File: config.mk
export PLATFORM = sky130hd
export DESIGN_NAME = secl_loader
export DESIGN_NICKNAME = d
export VERILOG_FILES = /design/src/secl_pkg.sv /design/src/secl_loader.sv
export SDC_FILE = /design/constraint.sdc
export NUM_CORES = 1
export LEC_CHECK = 0
export ABC_AREA = 1
export BUFFER_PORTS_ARGS = -buffer_cell sky130_fd_sc_hd__buf_2
export CORE_UTILIZATION = 30
export CTS_CLUSTER_SIZE = 8
export DETAILED_ROUTE_END_ITERATION = 8
export SLEW_MARGIN = 20
export SYNTH_ARGS = -nofsm -noshare
export SYNTH_HDL_FRONTEND = slang
export SYNTH_SLANG_ARGS = --single-unit
export TNS_END_PERCENT = 50
File: constraint.sdc
create_clock -name clk_i -period 4.1 [get_ports clk_i]
set_input_delay 0.82 -clock clk_i [delete_from_list [all_inputs] [get_ports clk_i]]
set_output_delay 0.82 -clock clk_i [all_outputs]
set_load 0.05 [all_outputs]
File: src/secl_pkg.sv
//////////////////////////////////////////////////////////////////////////////
// constants and types for the serial config loader
// assumes a 100 MHz core clock and a three-wire read-only config rom
//////////////////////////////////////////////////////////////////////////////
package secl_pkg;
   // core clock period
   localparam int unsigned CLK_PERIOD_NS    = 10;
   // serial clock full periods per on-chip bus clock setting
   localparam int unsigned SK_PERIOD_00_NS  = 800;
   localparam int unsigned SK_PERIOD_01_NS  = 1600;
   localparam int unsigned SK_PERIOD_10_NS  = 3200;
   localparam int unsigned SK_PERIOD_11_NS  = 4000;
   // half periods in core cycles (exact for 10 ns, rounded down otherwise)
   localparam logic [8:0]  HALF_00 = 9'(SK_PERIOD_00_NS / CLK_PERIOD_NS / 2);
   localparam logic [8:0]  HALF_01 = 9'(SK_PERIOD_01_NS / CLK_PERIOD_NS / 2);
   localparam logic [8:0]  HALF_10 = 9'(SK_PERIOD_10_NS / CLK_PERIOD_NS / 2);
   localparam logic [8:0]  HALF_11 = 9'(SK_PERIOD_11_NS / CLK_PERIOD_NS / 2);
   // on-chip bus clock select encodings
   localparam logic [1:0]  BUS_SEL_125 = 2'h0;
   localparam logic [1:0]  BUS_SEL_01  = 2'h1;
   localparam logic [1:0]  BUS_SEL_10  = 2'h2;
   localparam logic [1:0]  BUS_SEL_25  = 2'h3;
   // rom frame layout: start bit, read opcode, address, dummy, data
   localparam int unsigned ADDR_W      = 6;
   localparam int unsigned WORD_W      = 16;
   localparam logic [2:0]  READ_CMD    = 3'h6;
   localparam int unsigned CMD_W       = 3 + ADDR_W;
   localparam logic [4:0]  TOT_BITS    = 5'(CMD_W + 1 + WORD_W);
   localparam logic [4:0]  DATA_FIRST  = 5'(CMD_W + 1);
   // cycles spent letting the strap synchronisers settle after reset
   localparam logic [2:0]  SETTLE_LAST = 3'h4;

   // loader states, one-hot
   typedef enum logic [3:0] {
      ST_SETTLE = 4'h1,
      ST_SHIFT  = 4'h2,
      ST_GAP    = 4'h4,
      ST_DONE   = 4'h8
   } secl_state_t;

   // one loaded configuration word and where it came from
   typedef struct packed {
      logic [ADDR_W-1:0] addr;
      logic [WORD_W-1:0] data;
   } secl_word_t;
endpackage

File: src/secl_loader.sv
//////////////////////////////////////////////////////////////////////////////
// serial config rom loader: reads config words at reset, or takes the
// bus-width strap when no rom is fitted
// assumes straps and rom data arrive asynchronously; select is core-timed
//////////////////////////////////////////////////////////////////////////////
// Function
// - strap high: rom present, load from it
// - strap low: no rom, no serial load
// - select 11: serial clock period 4 us
// - select 00: serial clock period 800 ns
// - commands, addresses shifted out serially
// - sample config bits from rom data pin
// - no rom: data pin is bus-width strap
module secl_loader
   import secl_pkg::*;
#(
   parameter int unsigned NUM_WORDS = 8
) (
   input  wire logic       clk_i,
   input  wire logic       reset_n_i,
   input  wire logic       rom_present_strap_i,
   input  wire logic       rom_serial_in_i,
   input  wire logic [1:0] onchip_bus_clock_select_i,
   output logic            rom_select_o,
   output logic            rom_serial_clock_o,
   output logic            rom_serial_out_o,
   output secl_word_t      cfg_o,
   output logic            cfg_valid_o,
   output logic            load_done_o,
   output logic            rom_used_o,
   output logic            bus_width16_o
);

   // elaboration check: the address field must hold every word index
   if (NUM_WORDS < 1 || NUM_WORDS > (1 << ADDR_W)) begin : g_bad_words
      $error("secl_loader: NUM_WORDS out of range");
   end

   //////////////////////////////////////////////////////////////////////////
   // declarations
   logic [1:0]        en_s_q;      // strap synchroniser
   logic [1:0]        di_s_q;      // rom data synchroniser
   secl_state_t       st_q;        // loader state
   logic [2:0]        settle_q;    // settle counter
   logic [8:0]        div_q;       // half-period divider
   logic [4:0]        bit_q;       // rising edges seen in this frame
   logic [CMD_W-2:0]  cmd_q;       // command bits still to send
   logic [WORD_W-1:0] data_q;      // incoming data shifter
   logic [ADDR_W-1:0] addr_q;      // word being read
   logic              cs_q;        // rom select
   logic              sk_q;        // serial clock
   logic              out_q;       // serial data to rom
   secl_word_t        cfg_q;       // last word
   logic              valid_q;     // word pulse
   logic              done_q;      // load finished
   logic              used_q;      // rom found
   logic              w16_q;       // bus width strap

   //////////////////////////////////////////////////////////////////////////
   // decode
   logic [8:0] half_lim;   // half period for current bus clock
   logic       tick;       // divider terminal count
   logic       sk_rise;    // serial clock about to rise
   logic       sk_fall;    // serial clock about to fall
   logic       settled;    // synchronisers hold clean straps
   logic       frame_end;  // last falling edge of a frame
   logic       last_word;  // final address reached
   logic       in_data;    // rising edge carries a data bit

   assign half_lim  = (onchip_bus_clock_select_i == BUS_SEL_25)  ? HALF_11 :
                      (onchip_bus_clock_select_i == BUS_SEL_10)  ? HALF_10 :
                      (onchip_bus_clock_select_i == BUS_SEL_01)  ? HALF_01 :
                                                                   HALF_00;
   assign tick      = (div_q >= half_lim - 9'h001);
   assign sk_rise   = (st_q == ST_SHIFT) && tick && !sk_q;
   assign sk_fall   = (st_q == ST_SHIFT) && tick && sk_q;
   assign settled   = (st_q == ST_SETTLE) && (settle_q == SETTLE_LAST);
   assign frame_end = sk_fall && (bit_q == TOT_BITS);
   assign last_word = (addr_q == ADDR_W'(NUM_WORDS - 1));
   assign in_data   = sk_rise && (bit_q >= DATA_FIRST);

   //////////////////////////////////////////////////////////////////////////
   // two-flop synchronisers; only the second stage is read
   always_ff @(posedge clk_i) begin
      if (!reset_n_i) begin
         en_s_q <= 2'h0;
         di_s_q <= 2'h0;
      end else begin
         en_s_q <= {en_s_q[0], rom_present_strap_i};
         di_s_q <= {di_s_q[0], rom_serial_in_i};
      end
   end

   //////////////////////////////////////////////////////////////////////////
   // state sequencing
   always_ff @(posedge clk_i) begin
      if (!reset_n_i) begin
         st_q <= ST_SETTLE;
      end else begin
         case (st_q)
            ST_SETTLE: begin
               if (settled) begin
                  st_q <= en_s_q[1] ? ST_SHIFT : ST_DONE;
               end
            end
            ST_SHIFT: begin
               if (frame_end) begin
                  st_q <= ST_GAP;
               end
            end
            ST_GAP: begin
               // gap of one half period with select low between words
               if (tick) begin
                  st_q <= last_word ? ST_DONE : ST_SHIFT;
               end
            end
            ST_DONE:  st_q <= ST_DONE;
            default:  st_q <= ST_SETTLE;
         endcase
      end
   end

   //////////////////////////////////////////////////////////////////////////
   // settle counter and divider
   always_ff @(posedge clk_i) begin
      if (!reset_n_i) begin
         settle_q <= 3'h0;
         div_q    <= 9'h000;
      end else begin
         settle_q <= settled ? settle_q : settle_q + 3'h1;
         // divider restarts each half period; idles outside shift and gap
         div_q    <= (tick || st_q == ST_SETTLE || st_q == ST_DONE) ? 9'h000
                     : div_q + 9'h001;
      end
   end

   //////////////////////////////////////////////////////////////////////////
   // serial link: select, clock, command out
   always_ff @(posedge clk_i) begin
      if (!reset_n_i) begin
         cs_q  <= 1'b0;
         sk_q  <= 1'b0;
         out_q <= 1'b0;
         cmd_q <= '0;
         bit_q <= 5'h00;
      end else if ((settled && en_s_q[1]) || (st_q == ST_GAP && tick && !last_word)) begin
         // select raised for a new read
         cs_q  <= 1'b1;
         out_q <= READ_CMD[2];
         cmd_q <= {READ_CMD[1:0], settled ? ADDR_W'(0) : addr_q + ADDR_W'(1)};
         bit_q <= 5'h00;
      end else if (frame_end) begin
         cs_q  <= 1'b0;
         sk_q  <= 1'b0;
         out_q <= 1'b0;
      end else if (sk_fall) begin
         sk_q  <= 1'b0;
         out_q <= cmd_q[CMD_W-2];
         cmd_q <= {cmd_q[CMD_W-3:0], 1'b0};
      end else if (sk_rise) begin
         sk_q  <= 1'b1;
         bit_q <= bit_q + 5'h01;
      end
   end

   //////////////////////////////////////////////////////////////////////////
   // data capture and results
   always_ff @(posedge clk_i) begin
      if (!reset_n_i) begin
         data_q  <= '0;
         addr_q  <= '0;
         cfg_q   <= '0;
         valid_q <= 1'b0;
      end else begin
         // sample rom data on rising edge
         if (in_data) begin
            data_q <= {data_q[WORD_W-2:0], di_s_q[1]};
         end
         if (st_q == ST_GAP && tick && !last_word) begin
            addr_q <= addr_q + ADDR_W'(1);
         end
         valid_q <= frame_end;
         if (frame_end) begin
            cfg_q <= '{addr: addr_q, data: data_q};
         end
      end
   end

   //////////////////////////////////////////////////////////////////////////
   // path flags; strap value taken once, after release, through the sync
   always_ff @(posedge clk_i) begin
      if (!reset_n_i) begin
         used_q <= 1'b0;
         w16_q  <= 1'b0;
         done_q <= 1'b0;
      end else begin
         if (settled) begin
            used_q <= en_s_q[1];
            // data pin read as width strap
            w16_q  <= en_s_q[1] ? 1'b0 : di_s_q[1];
         end
         done_q <= (settled && !en_s_q[1]) || (st_q == ST_GAP && tick && last_word)
                   || done_q;
      end
   end

   assign rom_select_o       = cs_q;
   assign rom_serial_clock_o = sk_q;
   assign rom_serial_out_o   = out_q;
   assign cfg_o              = cfg_q;
   assign cfg_valid_o        = valid_q;
   assign load_done_o        = done_q;
   assign rom_used_o         = used_q;
   assign bus_width16_o      = w16_q;

   //////////////////////////////////////////////////////////////////////////
   // assertions

   // helper: cycles the select has stood high, against a whole frame
   logic [15:0] cs_len_q;   // select high time so far
   logic [15:0] frame_len;  // two half periods per serial clock rise
   assign frame_len = 16'(half_lim) * 16'({TOT_BITS, 1'b0});
   always_ff @(posedge clk_i) begin
      if (!reset_n_i) begin
         cs_len_q <= 16'h0000;
      end else begin
         cs_len_q <= cs_q ? cs_len_q + 16'h0001 : 16'h0000;
      end
   end
endmodule

==> metrics.yaml <==
status:
  status: "finished, violations left"
  violations: "design-rule violations"
detailed_routing:
  drc: 2
  viasPerCell: 4.514
  drtIter0Drc: 142
  highest_layer: "met4"
  dr_wl_met2_um: 3350
  routed_wl_um: 7146
  dr_wl_met3_um: 230
  met1Wirelength_um: 3505
  num_vias: 2916
  postRouteAntennaNets: 0
  dr.pass1.iters: 6
  wire_per_inst_um: 11.06
cts:
  ctsResizeCount: 0
  cts_inserted_buffers: 9
  clockRootBuffer: "clkbuf_16"
  cts_setup_buffers: 0
  cts_tree: "yes"
  cts_hold_buf: 0
  clock_path_buffers: 2
  cts_num_sinks: 84
  path_clk_slew_ps: 70
  clk_latency_ps: 340
  cts_max_level: 3
timing:
  tns_ps: 0
  slew-limit-headroom_pct: 50.30
  final_hold_viol_count: 0
  final-setup-viol-count: 0
  rsz0062_at_grt: "no"
  tightest_slew_ps: 744.7
  report.final.slew_viol_count: 0
  final.setup_skew_ps: 13.49
  min_period_over_period_pct: 67.17
  fin_crit_ps: 2754
  clock.fmax_mhz: 363.1
die:
  core_mm2: 0.01156
  initial_utilization_pct: 31.20
  die_w_um: 111.7
  ios: 35
  dieArea_mm2: 0.01247
  std_cell_rows: 39
  die_h_um: 111.7
logic_synthesis:
  synth-seq-cells: 84
  synth_seq_area_share_pct: 46.60
  syn_inst: 466
  synth_fp_nets: 488
  yosysWarnings: 0
  synth_cell_types: 37
  postSynthAreaPerCell_um2: 7.743
  syn_area_mm2: 0.003608
setup_path:
  cp_cell_sequence: "buf_2 > inv_1 > ha_1 > nor2_1 > ha_1 > a21oi_1 > nor2_1 > nor2_2 > nand2_8 > nand2_1 > nand2_1 > nor2_2 > o21ai_0 > a21oi_1"
  crit_type: "in2reg"
  cp_slowest_stage_delay_ps: 340
  crit_fanout: 12
  critPathRequiredTime_ps: 4360
  start_kind: "input pin"
  slowest_stage: "nand2_1"
  endpoint_kind: "register"
  arrival_ps: 3020
layout:
  ff_latch_area_mm2: 0.001682
  layout-drive-gt1-share_pct: 16.70
  nFillCells: 1175
  syn2layout_area_growth_pct: 16.23
  antenna_cells: 0
  layout.nets: 520
  final_cells: 646
  multi_input_comb_area_mm2: 0.001612
power_and_ir_drop:
  p_per_area_mw_per_mm2: 436.1
  p_leak_nw: 1.787
  ir_worst_vdd_v: 0.0001878
global_routing:
  grt_max_degree: 49
  track_usage_pct: 12.43
  grt_antenna_before_repair: 0
  grt_pass1_wl_um: 12610
  grt_pass1_vias: 2805
  overflow: 0
place:
  dp_cells: 630
  post-dp-hpwl_um: 5062
  routabilityCongestion: 0.8135
  io_buffers: 34
hold_path:
  worstHoldPathType: "reg2reg"
flow_run:
  drv_cap: 0
## worst max-delay path: cells and delay by family
kind            cells  cell delay (ps)
simple gates        7             1220
buf+inv             2              170
fa+ha+maj           2              430
compound gates      3              380
## per-layer routing
metal / vias up / track usage (%)
li1: 1560 / -
met1: 1312 / 15.45
met2: 40 / 20.66
met3: 4 / 2.395
met4: 0 / 5.946
met5: - / 0
## stage by stage
step	hold WS, ps	cell area (µm²)	power (mW)	util, %	setup slack [ps]
floorplan	390.5	3608	1.028	-	1536
CTS	413.5	4194	1.858	36.27	1340
global route	452.6	4194	1.918	36.27	1125
detailed placement	397.4	3905	1.068	33.77	992.2
global placement	395.0	3905	1.062	33.77	1026
finish	412.8	4194	1.829	36.27	1346
## power by group
group,switching (mW),internal (mW),leakage (nW)
clock,0.355,0.425,0.137
sequential,0.0205,0.849,0.678
combinational,0.121,0.0583,0.972
## synth_stat cells
master    number  area [µm²]
xor2_1         5       43.79
nor3_1         2       10.01
a21oi_2       11       96.34
a21boi_1       1       7.510
buf_2          6       30.03
inv_2          4       15.01
o21ai_1       17       85.08
inv_1         57       214.0
ha_1          16       200.2
nand2_8        1       20.02
nor3_2         1       10.01
nand2_2        2       12.51
nor2_1        45       168.9
nand2_4        2       22.52
nand2_1       91       341.6
buf_6          1       11.26
clkbuf_1       9       33.78
nand3b_1       1       7.510
nand3_4        1       17.52
xnor2_1        1       8.760
nor4_1         1       6.260
nand3_1       17       85.08
dfxtp_1       84        1682
nand4_1        5       31.28
nor2_2         4       25.02
clkinv_2       1       5.000
conb_1         1       3.750
a21o_1         1       7.510
a211oi_1       1       7.510
or2_2          2       12.51
nand3_2        1       10.01
o21ai_0       16       80.08
or2_1          1       6.260
a31oi_1        1       6.260
a21oi_1       54       270.3
inv_4          1       6.260
nor3b_1        1       7.510
## final timing paths
check | startpoint | end | slack [ps] | cells past startpoint
worst max register to register | div_q[4] | cmd_q[6] | 1880 | 12
worst max-delay path | onchip_bus_clock_select_i[1] | cmd_q[6] | 1350 | 14
worst min register to register | di_s_q[0] | di_s_q[1] | 410 | 2
worst min-delay path | di_s_q[0] | di_s_q[1] | 410 | 2
## sequential cells by signal (all words and copies together) (netlist names), 2 cells and up
register and flops:
addr_q 6, bit_q 5, cfg_o 22, cmd_q 8, data_q 16, di_s_q 2, div_q 9, en_s_q 2
settle_q 3, st_q 4
## cell families (layout without fill, tap and decap cells)
| group | after synthesis | after routing | synth area share [%] |
|---|---|---|---|
| other | 1 | 1 | 0.1039 |
| buffers and inverters | 79 | 116 | 8.738 |
| and+or+nand+nor | 178 | 178 | 22.02 |
| adders and majority gates | 16 | 16 | 5.548 |
| xor gates and xnor gates | 6 | 6 | 1.456 |
| DFF | 84 | 84 | 46.60 |
| AOI/OAI and AO/OA | 102 | 102 | 15.53 |
## cell type report
cell class	instances	area share, %
flip-flops and latches	84	40.10
multi-input cells	303	38.42
inverters	63	5.728
clock buffers	9	5.370
repair buffers	37	4.594
well taps	143	4.266
clock inverters	7	1.521
## cell usage in the layout, fill, tap and decap left out, types with 2 or more instances in the layout
cell        instances
or2_2               2
o21ai_1            17
dfxtp_1            84
buf_4               3
clkinvlp_4          2
xor2_1              5
nand3_1            17
nand2_4             2
buf_2              34
nand4_1             5
inv_8               2
nor2_1             45
clkbuf_16           9
nand2_1            91
a21oi_2            11
ha_1               16
nand2_2             2
nor3_1              2
o21ai_0            16
inv_6               3
a21oi_1            54
nor2_2              4
inv_1              57
inv_2               4
Power figures use the tool's default switching activity.
